`config.mk`:
```
export PLATFORM = sky130hd
export DESIGN_NAME = smph_top
export DESIGN_NICKNAME = d
export VERILOG_FILES = /design/src/rtl/smph_pkg.sv /design/src/rtl/smph_ext_if.sv /design/src/rtl/smph_top.sv /design/src/rtl/smph_ext_parser.sv
export SDC_FILE = /design/constraint.sdc
export NUM_CORES = 1
export LEC_CHECK = 0
export ABC_AREA = 0
export BUFFER_PORTS_ARGS = -buffer_cell sky130_fd_sc_hd__buf_2
export CAP_MARGIN = 30
export CORE_MARGIN = 2
export CORE_UTILIZATION = 39
export DETAILED_ROUTE_END_ITERATION = 6
export GPL_ROUTABILITY_DRIVEN = 0
export MAX_ROUTING_LAYER = met4
export REMOVE_ABC_BUFFERS = 1
export SLEW_MARGIN = 5
export SYNTH_ARGS = -nofsm -noshare
export SYNTH_HDL_FRONTEND = slang
export SYNTH_SLANG_ARGS = --single-unit
```
`constraint.sdc`:
```
create_clock -name clk_i -period 2.32 [get_ports clk_i]
set_clock_uncertainty 0.05 [all_clocks]
set_input_delay 0.348 -clock clk_i [delete_from_list [all_inputs] [get_ports clk_i]]
set_output_delay 0.348 -clock clk_i [all_outputs]
set_load 0.02 [all_outputs]
```
`src/rtl/smph_pkg.sv`:
```
// Shared constants and types for the message phase handler
package smph_pkg;

	// ----------------------------------------------------------------
	// Message codes
	// ----------------------------------------------------------------
	localparam logic [7:0] MSG_CMD_DONE  = 8'h00;
	localparam logic [7:0] MSG_EXT       = 8'h01;
	localparam logic [7:0] MSG_SAVE_PTR  = 8'h02;
	localparam logic [7:0] MSG_DISC      = 8'h04;
	localparam logic [7:0] MSG_ABORT     = 8'h06;
	localparam logic [7:0] MSG_REJECT    = 8'h07;
	localparam logic [7:0] MSG_BDR       = 8'h0c;
	localparam logic [7:0] MSG_ABORT_TAG = 8'h0d;
	localparam logic [7:0] MSG_CLR_Q     = 8'h0e;

	// ----------------------------------------------------------------
	// Extended message codes and layout
	// ----------------------------------------------------------------
	localparam logic [7:0] EXT_MOD_PTR  = 8'h00;
	localparam logic [7:0] EXT_SYNC_NEG = 8'h01;
	localparam logic [7:0] EXT_WIDE_NEG = 8'h03;
	localparam logic [8:0] EXT_LEN_ZERO = 9'h100;
	localparam logic [8:0] EXT_LEN_RST  = 9'h000;

	// ----------------------------------------------------------------
	// Identify byte fields
	// ----------------------------------------------------------------
	localparam int ID_FLAG_POS  = 7;
	localparam int ID_TAR_POS   = 5;
	localparam int ID_UNIT_MSB  = 2;

	// ----------------------------------------------------------------
	// Action pulse positions and reset values
	// ----------------------------------------------------------------
	localparam int ACT_NEXUS   = 0;
	localparam int ACT_TASK    = 1;
	localparam int ACT_ALL     = 2;
	localparam int ACT_UNIT    = 3;
	localparam int ACT_UA_ALL  = 4;
	localparam int ACT_UA_CLR  = 5;
	localparam int ACT_W       = 6;
	localparam logic [ACT_W-1:0] ACT_RST  = 6'h00;
	localparam logic [2:0]       SYNC_RST = 3'h0;
	localparam logic [31:0]      HOLD_RST = 32'h0000_0000;

	// ----------------------------------------------------------------
	// Timing
	// ----------------------------------------------------------------
	localparam int unsigned CLK_PERIOD_NS  = 25;
	localparam int unsigned DISC_DELAY_NS  = 250000;
	localparam int unsigned DISC_DELAY_CYC = (DISC_DELAY_NS + CLK_PERIOD_NS - 1) / CLK_PERIOD_NS;

	typedef enum logic [2:0] {
		S_IDLE,
		S_FIRST,
		S_CONN,
		S_EXT,
		S_TX_REQ,
		S_TX_ACK,
		S_HOLD
	} smph_state_e;

endpackage : smph_pkg

```
`src/rtl/smph_ext_if.sv`:
```
// Carrier between the handler and its extended message parser
`timescale 1ns/1ps
`default_nettype none
interface smph_ext_if;
	logic       start;
	logic       abort;
	logic       vld;
	logic [7:0] data;
	logic       done;
	logic [7:0] code;

	modport host   (output start, output abort, output vld, output data, input done, input code);
	modport parser (input start, input abort, input vld, input data, output done, output code);
endinterface : smph_ext_if
`default_nettype wire

```
`src/rtl/smph_top.sv`:
```
// Target-side message phase handler for a parallel SCSI bus
`timescale 1ns/1ps
`default_nettype none
module smph_top #(
	parameter int unsigned DISC_DELAY_CYC = smph_pkg::DISC_DELAY_CYC
) (
	input  wire logic        clk_i,
	input  wire logic        rstn_i,
	input  wire logic        en_i,
	input  wire logic        atn_i,
	input  wire logic        ack_i,
	input  wire logic        bus_rst_i,
	output logic             req_o,
	output logic             bsy_o,
	output logic             msg_in_o,
	output logic [7:0]       data_o,
	input  wire logic        msg_out_vld_i,
	input  wire logic [7:0]  msg_out_byte_i,
	input  wire logic        sel_i,
	input  wire logic        resel_i,
	input  wire logic [3:0]  resel_key_i,
	input  wire logic        cmd_done_i,
	input  wire logic        disc_req_i,
	input  wire logic        save_ptr_i,
	input  wire logic        disc_ok_i,
	input  wire logic [2:0]  ext_sup_i,
	input  wire logic [31:0] disc_limit_i,
	output logic             req_rdy_o,
	output logic             clr_nexus_o,
	output logic             clr_task_o,
	output logic             clr_all_o,
	output logic             clr_unit_o,
	output logic             ua_all_o,
	output logic             ua_cleared_o,
	output logic             unexp_o,
	output logic             ext_vld_o,
	output logic [7:0]       ext_code_o,
	output logic             arb_inhibit_o
);

	// ----------------------------------------------------------------
	// Functions
	// ----------------------------------------------------------------
	function automatic logic [3:0] id_key(input logic [7:0] b);
		id_key = {b[smph_pkg::ID_TAR_POS], b[smph_pkg::ID_UNIT_MSB:0]};
	endfunction : id_key

	function automatic logic ext_sup(input logic [7:0] c, input logic [2:0] m);
		ext_sup = ((c == smph_pkg::EXT_MOD_PTR) && m[0]) ||
			((c == smph_pkg::EXT_SYNC_NEG) && m[1]) ||
			((c == smph_pkg::EXT_WIDE_NEG) && m[2]);
	endfunction : ext_sup

	// ----------------------------------------------------------------
	// Pin synchronisers
	// ----------------------------------------------------------------
	logic [2:0] sync_q1;
	logic [2:0] sync_q2;

	always_ff @(posedge clk_i or negedge rstn_i) begin
		if (!rstn_i) begin
			sync_q1 <= smph_pkg::SYNC_RST;
			sync_q2 <= smph_pkg::SYNC_RST;
		end else if (en_i) begin
			sync_q1 <= {bus_rst_i, ack_i, atn_i};
			sync_q2 <= sync_q1;
		end
	end

	logic atn_s;
	logic ack_s;
	logic rst_s;
	assign atn_s = sync_q2[0];
	assign ack_s = sync_q2[1];
	assign rst_s = sync_q2[2];

	// ----------------------------------------------------------------
	// State and decode
	// ----------------------------------------------------------------
	smph_pkg::smph_state_e state;
	smph_pkg::smph_state_e next_state;
	logic [3:0]                  unit_key;
	logic                        id_valid;
	logic                        full_id;
	logic                        bsy;
	logic [7:0]                  tx_b1;
	logic [1:0]                  tx_n;
	logic [31:0]                 hold_cnt;
	logic [smph_pkg::ACT_W-1:0]  act;
	logic [3:0]                  next_unit_key;
	logic                        next_id_valid;
	logic                        next_full_id;
	logic                        next_bsy;
	logic [7:0]                  next_tx_b0;
	logic [7:0]                  next_tx_b1;
	logic [1:0]                  next_tx_n;
	logic [31:0]                 next_hold_cnt;
	logic [smph_pkg::ACT_W-1:0]  next_act;
	logic                        next_unexp;
	logic                        next_ext_vld;
	logic [7:0]                  next_ext_code;

	smph_ext_if ext ();

	logic rx;
	logic is_id;
	logic bad_key;
	logic first_ok;
	logic ext_ok;
	logic tx_end;
	logic [31:0] hold_len;

	assign rx       = msg_out_vld_i && ((state == smph_pkg::S_FIRST) || (state == smph_pkg::S_CONN));
	assign is_id    = msg_out_byte_i[smph_pkg::ID_FLAG_POS];
	assign bad_key  = id_valid && (id_key(msg_out_byte_i) != unit_key);
	assign first_ok = is_id || (msg_out_byte_i == smph_pkg::MSG_ABORT) || (msg_out_byte_i == smph_pkg::MSG_BDR);
	assign ext_ok   = ext_sup(ext.code, ext_sup_i);
	assign tx_end   = (state == smph_pkg::S_TX_ACK) && !ack_s && (tx_n == 2'd1);
	assign hold_len = (DISC_DELAY_CYC > disc_limit_i) ? DISC_DELAY_CYC : disc_limit_i;

	assign ext.start = rx && !is_id && (msg_out_byte_i == smph_pkg::MSG_EXT) && !(state == smph_pkg::S_FIRST);
	assign ext.abort = rst_s;
	assign ext.vld   = msg_out_vld_i && (state == smph_pkg::S_EXT);
	assign ext.data  = msg_out_byte_i;

	assign req_o         = (state == smph_pkg::S_TX_REQ);
	assign msg_in_o      = (state == smph_pkg::S_TX_REQ) || (state == smph_pkg::S_TX_ACK);
	assign req_rdy_o     = (state == smph_pkg::S_CONN) && !rx;
	assign arb_inhibit_o = (state == smph_pkg::S_HOLD);
	assign bsy_o         = bsy;
	assign clr_nexus_o   = act[smph_pkg::ACT_NEXUS];
	assign clr_task_o    = act[smph_pkg::ACT_TASK];
	assign clr_all_o     = act[smph_pkg::ACT_ALL];
	assign clr_unit_o    = act[smph_pkg::ACT_UNIT];
	assign ua_all_o      = act[smph_pkg::ACT_UA_ALL];
	assign ua_cleared_o  = act[smph_pkg::ACT_UA_CLR];

	smph_ext_parser u_ext (
		.clk_i  (clk_i),
		.rstn_i (rstn_i),
		.en_i   (en_i),
		.ext    (ext.parser)
	);

	// ----------------------------------------------------------------
	// Next state
	// ----------------------------------------------------------------
	always_comb begin
		logic       go_free;
		logic       ld;
		logic [7:0] ld0;
		logic [7:0] ld1;
		logic [1:0] ldn;
		go_free       = 1'b0;
		ld            = 1'b0;
		ld0           = smph_pkg::MSG_REJECT;
		ld1           = smph_pkg::MSG_REJECT;
		ldn           = 2'd1;
		next_state    = state;
		next_unit_key = unit_key;
		next_id_valid = id_valid;
		next_full_id  = full_id;
		next_bsy      = bsy;
		next_tx_b0    = data_o;
		next_tx_b1    = tx_b1;
		next_tx_n     = tx_n;
		next_hold_cnt = hold_cnt;
		next_act      = smph_pkg::ACT_RST;
		next_unexp    = 1'b0;
		next_ext_vld  = 1'b0;
		next_ext_code = ext_code_o;
		case (state)
			smph_pkg::S_IDLE: begin
				if (sel_i) begin
					next_state    = smph_pkg::S_FIRST;
					next_bsy      = 1'b1;
					next_id_valid = 1'b0;
					next_full_id  = 1'b0;
				end else if (resel_i) begin
					// Reconnection starts with our own identify
					ld            = 1'b1;
					ld0           = {1'b1, 1'b0, resel_key_i[3], 2'b00, resel_key_i[2:0]};
					next_bsy      = 1'b1;
					next_unit_key = resel_key_i;
					next_id_valid = 1'b1;
					next_full_id  = 1'b0;
				end
			end
			smph_pkg::S_FIRST, smph_pkg::S_CONN: begin
				if (rx) begin
					if ((state == smph_pkg::S_FIRST) && !first_ok) begin
						go_free    = 1'b1;
						next_unexp = 1'b1;
					end else if (is_id) begin
						if (bad_key) begin
							go_free    = 1'b1;
							next_unexp = 1'b1;
						end else begin
							next_unit_key = id_key(msg_out_byte_i);
							next_id_valid = 1'b1;
							next_full_id  = 1'b1;
							next_state    = smph_pkg::S_CONN;
						end
					end else begin
						// None of these touch mode, reservation or allegiance state
						case (msg_out_byte_i)
							smph_pkg::MSG_EXT: next_state = smph_pkg::S_EXT;
							smph_pkg::MSG_ABORT: begin
								go_free = 1'b1;
								next_act[smph_pkg::ACT_NEXUS] = id_valid;
							end
							smph_pkg::MSG_ABORT_TAG: begin
								go_free = 1'b1;
								next_act[smph_pkg::ACT_TASK] = full_id;
							end
							smph_pkg::MSG_BDR: begin
								go_free = 1'b1;
								next_act[smph_pkg::ACT_ALL]    = 1'b1;
								next_act[smph_pkg::ACT_UA_ALL] = 1'b1;
							end
							smph_pkg::MSG_CLR_Q: begin
								go_free = 1'b1;
								next_act[smph_pkg::ACT_UNIT]   = 1'b1;
								next_act[smph_pkg::ACT_UA_CLR] = 1'b1;
							end
							smph_pkg::MSG_DISC: begin
								ld  = 1'b1;
								ld0 = disc_ok_i ? (save_ptr_i ? smph_pkg::MSG_SAVE_PTR : smph_pkg::MSG_DISC)
									: smph_pkg::MSG_REJECT;
								ld1 = smph_pkg::MSG_DISC;
								ldn = (disc_ok_i && save_ptr_i) ? 2'd2 : 2'd1;
							end
							default: ;
						endcase
					end
				end else if ((state == smph_pkg::S_CONN) && cmd_done_i) begin
					ld  = 1'b1;
					ld0 = smph_pkg::MSG_CMD_DONE;
				end else if ((state == smph_pkg::S_CONN) && disc_req_i) begin
					ld  = 1'b1;
					ld0 = smph_pkg::MSG_SAVE_PTR;
					ld1 = smph_pkg::MSG_DISC;
					ldn = 2'd2;
				end
			end
			smph_pkg::S_EXT: begin
				if (ext.done) begin
					if (ext_ok) begin
						next_ext_vld  = 1'b1;
						next_ext_code = ext.code;
						next_state    = smph_pkg::S_CONN;
					end else begin
						ld = 1'b1;
					end
				end
			end
			smph_pkg::S_TX_REQ: begin
				if (ack_s) begin
					next_state = smph_pkg::S_TX_ACK;
				end
			end
			smph_pkg::S_TX_ACK: begin
				if (!ack_s) begin
					if (tx_n == 2'd2) begin
						next_tx_b0 = tx_b1;
						next_tx_n  = 2'd1;
						next_state = smph_pkg::S_TX_REQ;
					end else if (((data_o == smph_pkg::MSG_CMD_DONE) || (data_o == smph_pkg::MSG_DISC)) && !atn_s) begin
						go_free = 1'b1;
					end else begin
						// Attention raised after complete or disconnect, or any other byte sent: back to S_CONN for message out
						if (data_o[smph_pkg::ID_FLAG_POS]) begin
							next_full_id = !atn_s;
						end
						next_state = smph_pkg::S_CONN;
					end
				end
			end
			smph_pkg::S_HOLD: begin
				if (hold_cnt == smph_pkg::HOLD_RST) begin
					next_state = smph_pkg::S_IDLE;
				end else begin
					next_hold_cnt = hold_cnt - 32'h0000_0001;
				end
			end
			default: next_state = smph_pkg::S_IDLE;
		endcase
		if (ld) begin
			next_tx_b0 = ld0;
			next_tx_b1 = ld1;
			next_tx_n  = ldn;
			next_state = smph_pkg::S_TX_REQ;
		end
		if (go_free) begin
			next_state    = smph_pkg::S_IDLE;
			next_bsy      = 1'b0;
			next_id_valid = 1'b0;
			next_full_id  = 1'b0;
			if (tx_end && (data_o == smph_pkg::MSG_DISC)) begin
				next_state    = smph_pkg::S_HOLD;
				next_hold_cnt = hold_len;
			end
		end
		// Bus reset wins over the state, busy, identify, hold and action updates and lands in bus free
		if (rst_s) begin
			next_state    = smph_pkg::S_IDLE;
			next_bsy      = 1'b0;
			next_id_valid = 1'b0;
			next_full_id  = 1'b0;
			next_hold_cnt = smph_pkg::HOLD_RST;
			next_act      = smph_pkg::ACT_RST;
		end
	end

	always_ff @(posedge clk_i or negedge rstn_i) begin
		if (!rstn_i) begin
			state      <= smph_pkg::S_IDLE;
			unit_key   <= 4'h0;
			id_valid   <= 1'b0;
			full_id    <= 1'b0;
			bsy        <= 1'b0;
			data_o     <= 8'h00;
			tx_b1      <= 8'h00;
			tx_n       <= 2'd0;
			hold_cnt   <= smph_pkg::HOLD_RST;
			act        <= smph_pkg::ACT_RST;
			unexp_o    <= 1'b0;
			ext_vld_o  <= 1'b0;
			ext_code_o <= 8'h00;
		end else if (en_i) begin
			state      <= next_state;
			unit_key   <= next_unit_key;
			id_valid   <= next_id_valid;
			full_id    <= next_full_id;
			bsy        <= next_bsy;
			data_o     <= next_tx_b0;
			tx_b1      <= next_tx_b1;
			tx_n       <= next_tx_n;
			hold_cnt   <= next_hold_cnt;
			act        <= next_act;
			unexp_o    <= next_unexp;
			ext_vld_o  <= next_ext_vld;
			ext_code_o <= next_ext_code;
		end
	end

	logic go;
	logic conn_rx;
	assign go      = en_i && !rst_s;
	assign conn_rx = go && (state == smph_pkg::S_CONN) && rx;
endmodule : smph_top
`default_nettype wire

```
`src/rtl/smph_ext_parser.sv`:
```
// Extended message parser: length byte, code byte, argument bytes
`timescale 1ns/1ps
`default_nettype none
module smph_ext_parser (
	input  wire logic    clk_i,
	input  wire logic    rstn_i,
	input  wire logic    en_i,
	smph_ext_if.parser   ext
);

	logic       busy;
	logic       have_len;
	logic       first;
	logic       done;
	logic [7:0] code;
	logic [8:0] remain;
	logic [8:0] lenv;
	logic [8:0] seen;
	logic [8:0] len_dec;

	// Zero length means 256 bytes follow
	assign len_dec  = (ext.data == 8'h00) ? smph_pkg::EXT_LEN_ZERO : {1'b0, ext.data};
	assign ext.done = done;
	assign ext.code = code;

	always_ff @(posedge clk_i or negedge rstn_i) begin
		if (!rstn_i) begin
			busy     <= 1'b0;
			have_len <= 1'b0;
			first    <= 1'b0;
			done     <= 1'b0;
			code     <= 8'h00;
			remain   <= smph_pkg::EXT_LEN_RST;
			lenv     <= smph_pkg::EXT_LEN_RST;
			seen     <= smph_pkg::EXT_LEN_RST;
		end else if (en_i) begin
			done <= 1'b0;
			if (ext.abort) begin
				busy <= 1'b0;
			end else if (ext.start) begin
				busy     <= 1'b1;
				have_len <= 1'b0;
				seen     <= smph_pkg::EXT_LEN_RST;
			end else if (busy && ext.vld) begin
				if (!have_len) begin
					remain   <= len_dec;
					lenv     <= len_dec;
					have_len <= 1'b1;
					first    <= 1'b1;
				end else begin
					if (first) begin
						code <= ext.data;
					end
					first  <= 1'b0;
					seen   <= seen + 9'h001;
					remain <= remain - 9'h001;
					if (remain == 9'h001) begin
						busy <= 1'b0;
						done <= 1'b1;
					end
				end
			end
		end
	end
endmodule : smph_ext_parser
`default_nettype wire

```
==> results list <==
- The run finished, with violations left.
* Violated checks: negative setup slack
- Of the total power, the share spent switching nets is between 40% and 50%.
* Gate power share: between 50% and 60%
- For this run the aggregate overflow at the end of global routing stands at 0.
* Worst vdd ir: 0.000535 V
* Unique cell type count in the Yosys netlist: 81
- Portion of netlist area occupied by mux cells: under 10%
- Flop and latch count out of synthesis: 92
* H-tree lvl count: 3
- The layout has around 1200 filler cells.
- The die is around 120 um tall.
* Worst flop-to-flop path startpoint: hold_cnt[1]
- Layout net count: between 900 and 1000
- Relative to the synthesized area, the layout overhead comes to 44.8%.
- Commonest non-fill, non-tap cell in the layout: sky130_fd_sc_hd__buf_4
- The share of total power dissipated in sequential elements is roughly a quarter.
- Setup total negative slack on the finished layout was measured at -2.17 ns.
- The number of failing hold endpoints at the final stage is 0.
- Detailed placement finished with a half-perimeter wire length of approximately 14000 um.
- The synthesized netlist devotes less than 1% of its cell area to adder and majority cells.
- CTS buffer count: 9
- Avg Vias per Cell: approximately 5.8
* Initial antenna violation count: 0
- The repair_antennas step left the layout with diodes totalling 0.
- The share of the Yosys chip area taken by registers is 41.0%.
- Combined global-route utilization of all metal layers: around a quarter
- Area share of xor/xnor cells in the synthesized design: around 1.4%
- The first global-routing pass estimated roughly 30000 um of wire.
- Post-Synth Simple-Gate Area: a little over a quarter
- The worst setup path is launched from a flop.
* Clk Latency, worst-skew pair: approximately 0.36 ns
- Counting every instance in the synthesized netlist gives ~640.
- After synthesis the cells add up to around 0.0056 sq mm.
- Summing the areas of all compound-gate instances in the mapped netlist gives 22.1% of the synthesized area.
- The via count of the first global-routing pass came to between 5000 and 6000.
* Total power draw: approximately 0.0081 W
- Fin crit share: 108%
* Initial DRT Pass Iterations: 5
- For this block, the routed nets add up to ~19000 um of wire.
* Sw Pwr: between 0.003 and 0.004 W
* Worst Setup Path Type: reg2reg
- The clock network accounts for about a fifth of the total power.
- CP endpoint kind: flop
- CP required: ~2.5 ns
- Internal: about 0.0047 W
- Highest-count cells in the layout ignoring fill and taps: sky130_fd_sc_hd__buf_4 (135), sky130_fd_sc_hd__dfrtp_1 (91), sky130_fd_sc_hd__buf_2 (84), sky130_fd_sc_hd__nand2_1 (53), sky130_fd_sc_hd__nor2_1 (51)
- Shortest clock period the worst path allows after layout: about 2.5 ns
- The floorplan has between 40 and 50 rows.
- TritonCTS built the clock tree.
* Die Outline Area: between 0.015 and 0.02 sq mm
- The detailed router finished its first iteration with around 400 violations.
- The final-report max-slew violation count was 0.
- Count of warnings emitted by yosys: 0
- Hold timing on the final database bottoms out at a slack of approximately 0.16 ns.
- Number of clock sinks: just over 90
* Actual slew at the worst max-slew pin: about 0.5 ns
* Destination of the worst register-to-register timing path: hold_cnt[17]
* Area of the core region: around 0.014 sq mm
- Dividing total power by cell area gives a power density of slightly below 1000 mW/mm^2.
- # port buffers: 85
- WL met3: around 960 um
- The worst hold path terminates at hold_cnt[3].
* Top sig layer: met4
- Timing would allow up to around 400 MHz.
- For this configuration, the core starts out at a cell density of 40.1%.
- Across the run, the number of max-cap violations was 0.
- The worst hold path was traced through 3 stages.
- Ratio of cells with drive above 1 in the final layout: 43.1%
- Post-synthesis average cell area: slightly below 9 sq um
- DIE WIDTH: between 100 and 150 um
* Static power due to leakage: 3.74 nW
- Slowest stage delay, CP: roughly 0.49 ns
* Max Buffers Root-to-Sink: 2
* Max FO, Critical Path: 6
- Data on the critical path arrives at its endpoint at ~2.7 ns.
- WL met2: a little under 9000 um
- Chain of cells forming the critical path: inv_2, ha_4, or4b_4, or4_4, nor2_4, buf_6, nor3_4, a32o_1, a21o_1
- After clock tree synthesis, the clock-pin slew on the worst setup and hold paths is approximately 0.070 ns.
- Combinational family with the most area after synthesis: simple AND/OR/NAND/NOR gates
- CTS placed an instance of sky130_fd_sc_hd__clkbuf_16 at the clock tree root.
- Remaining number of nets flagged by the antenna check after routing: 0
- Worst Slack Setup Final: -0.194 ns
- Setup repair after global routing could not meet its margin everywhere.
- Setup slack on the worst reg-to-reg path comes out at -0.19 ns.
- Among all flip-flop cells after synthesis, the most frequent one is sky130_fd_sc_hd__dfrtp_1.
- Final count of negative-setup-slack endpoints: 29
* Class of the worst hold path: in2reg
- For this design the top-level I/O count stands at between 80 and 90.
- HP Start: disc_limit_i[3]
* DRC Markers: 0
* WL/cell: ~18 um
- The worst pin sits at a relative slew slack of around two thirds.
* Number of flops mapped to enable cells by yosys: 0
* Vias after detailed routing: 5964
* Pin count of the biggest net entering global routing: 35
- Detailed-route wire length on metal 1: about 8600 um
- Critical path's slowest cell: sky130_fd_sc_hd__or4_4
- Ys async rst share: 100%
- The worst register-to-register path has a depth of 9.
==> critical path: cells and delay by family (launching register included) <==
| kind | cells | cell delay [ns] |
|---|---|---|
| simple gates | 4 | 1.20 |
| flops | 1 | 0.41 |
| compound gates | 2 | 0.38 |
| buf+inv | 2 | 0.24 |
| fa+ha+maj | 1 | 0.13 |
==> cells by family after synthesis <==
family	Yosys count
xor+xnor	8
flops	92
compound gates	184
fa+ha+maj	4
other cells	1
buf+inv	59
mux	19
simple gates	270
==> through the flow <==
step,worst slack [ns],instances,utilization [%],cell area [sq um]
after CTS,-0.228,1026,55.5,7760
after global placement,-0.283,989,50.5,7070
after detailed placement,-0.361,989,50.5,7070
after floorplan,-0.644,596,-,5410
final,-0.194,1031,58.1,8130
after global routing,-0.229,1031,58.1,8130
==> sequential cells by signal, summed over array words and instances, names as in the netlist, 2 cells and up <==
signal,flops
state,3
hold_cnt,32
tx_n,2
sync_q2,3
ext_code_o,8
tx_b1,2
u_ext.ext.code,8
act,4
data_o,5
unit_key,4
u_ext.remain,9
sync_q1,3
==> power groups by stage <==
stage / Sequential [W] / Clock (W) / Combinational, W
after floorplan: 0.00223 / 0 / 0.00180
after global placement: 0.00210 / 0 / 0.00349
after detailed placement: 0.00211 / 0 / 0.00356
after CTS: 0.00210 / 0.00155 / 0.00397
after global routing: 0.00215 / 0.00162 / 0.00474
final: 0.00213 / 0.00153 / 0.00441
==> repair_timing <==
action,4_1_cts,5_1_grt
endpoints found under the setup margin,36,53
hold endpoints to repair,31,0
resized for setup,58,73
setup buffers,20,5
hold buffers,1,0
pin swaps,27,34
cloned,0,1
==> metal layers <==
layer	GRT usage, %	vias to the layer above
met3	3.39	34
met2	40.3	201
li1	-	2773
met1	34.2	2956
met4	9.83	0
met5	-	-
==> cell usage after synthesis (5+ instances only) <==
library cell | n | area share, %
sky130_fd_sc_hd__a221o_1 | 6 | 1.1
sky130_fd_sc_hd__a21o_1 | 7 | 0.94
sky130_fd_sc_hd__buf_2 | 9 | 0.80
sky130_fd_sc_hd__mux2_2 | 16 | 3.2
sky130_fd_sc_hd__a22oi_1 | 9 | 1.2
sky130_fd_sc_hd__and3_1 | 6 | 0.67
sky130_fd_sc_hd__nor2b_1 | 12 | 1.3
sky130_fd_sc_hd__and2_1 | 6 | 0.67
sky130_fd_sc_hd__a21oi_1 | 31 | 2.8
sky130_fd_sc_hd__clkbuf_1 | 25 | 1.7
sky130_fd_sc_hd__nor3_1 | 32 | 2.9
sky130_fd_sc_hd__xor2_1 | 5 | 0.78
sky130_fd_sc_hd__nand2_1 | 60 | 4.0
sky130_fd_sc_hd__nand3_1 | 20 | 1.8
sky130_fd_sc_hd__nor4_1 | 13 | 1.4
sky130_fd_sc_hd__nor2_1 | 57 | 3.8
sky130_fd_sc_hd__buf_4 | 6 | 0.80
sky130_fd_sc_hd__o2bb2ai_1 | 8 | 1.2
sky130_fd_sc_hd__o22ai_1 | 9 | 1.0
sky130_fd_sc_hd__nand2b_1 | 9 | 1.0
sky130_fd_sc_hd__dfrtp_1 | 92 | 41
sky130_fd_sc_hd__inv_1 | 16 | 1.1
sky130_fd_sc_hd__o21ai_0 | 58 | 5.2
sky130_fd_sc_hd__a31oi_1 | 8 | 0.89
sky130_fd_sc_hd__o211ai_1 | 8 | 1.1
sky130_fd_sc_hd__or3_1 | 6 | 0.67
sky130_fd_sc_hd__nand4_1 | 10 | 1.1
==> how the worst max path moves through the flow <==
| stage | start | end | cells after the start |
|---|---|---|---|
| after floorplan | state[0] | hold_cnt[17] | 7 |
| after global placement | msg_out_byte_i[5] | state[2] | 7 |
| after detailed placement | msg_out_byte_i[5] | hold_cnt[20] | 8 |
| after CTS | hold_cnt[1] | hold_cnt[13] | 9 |
| after global routing | hold_cnt[1] | hold_cnt[17] | 9 |
| final | hold_cnt[1] | hold_cnt[17] | 9 |
==> layout make-up <==
class	count	area, sq um	share of cell area [%]
Sequential cell	92	2300	28.3
Inverter	16	60.1	0.739
Timing Repair Buffer	239	1720	21.2
Tap cell	180	225	2.77
Clock inverter	7	75.1	0.924
Multi-Input combinational cell	488	3520	43.3
Clock buffer	9	225	2.77
(Power assumes the default switching activity.)
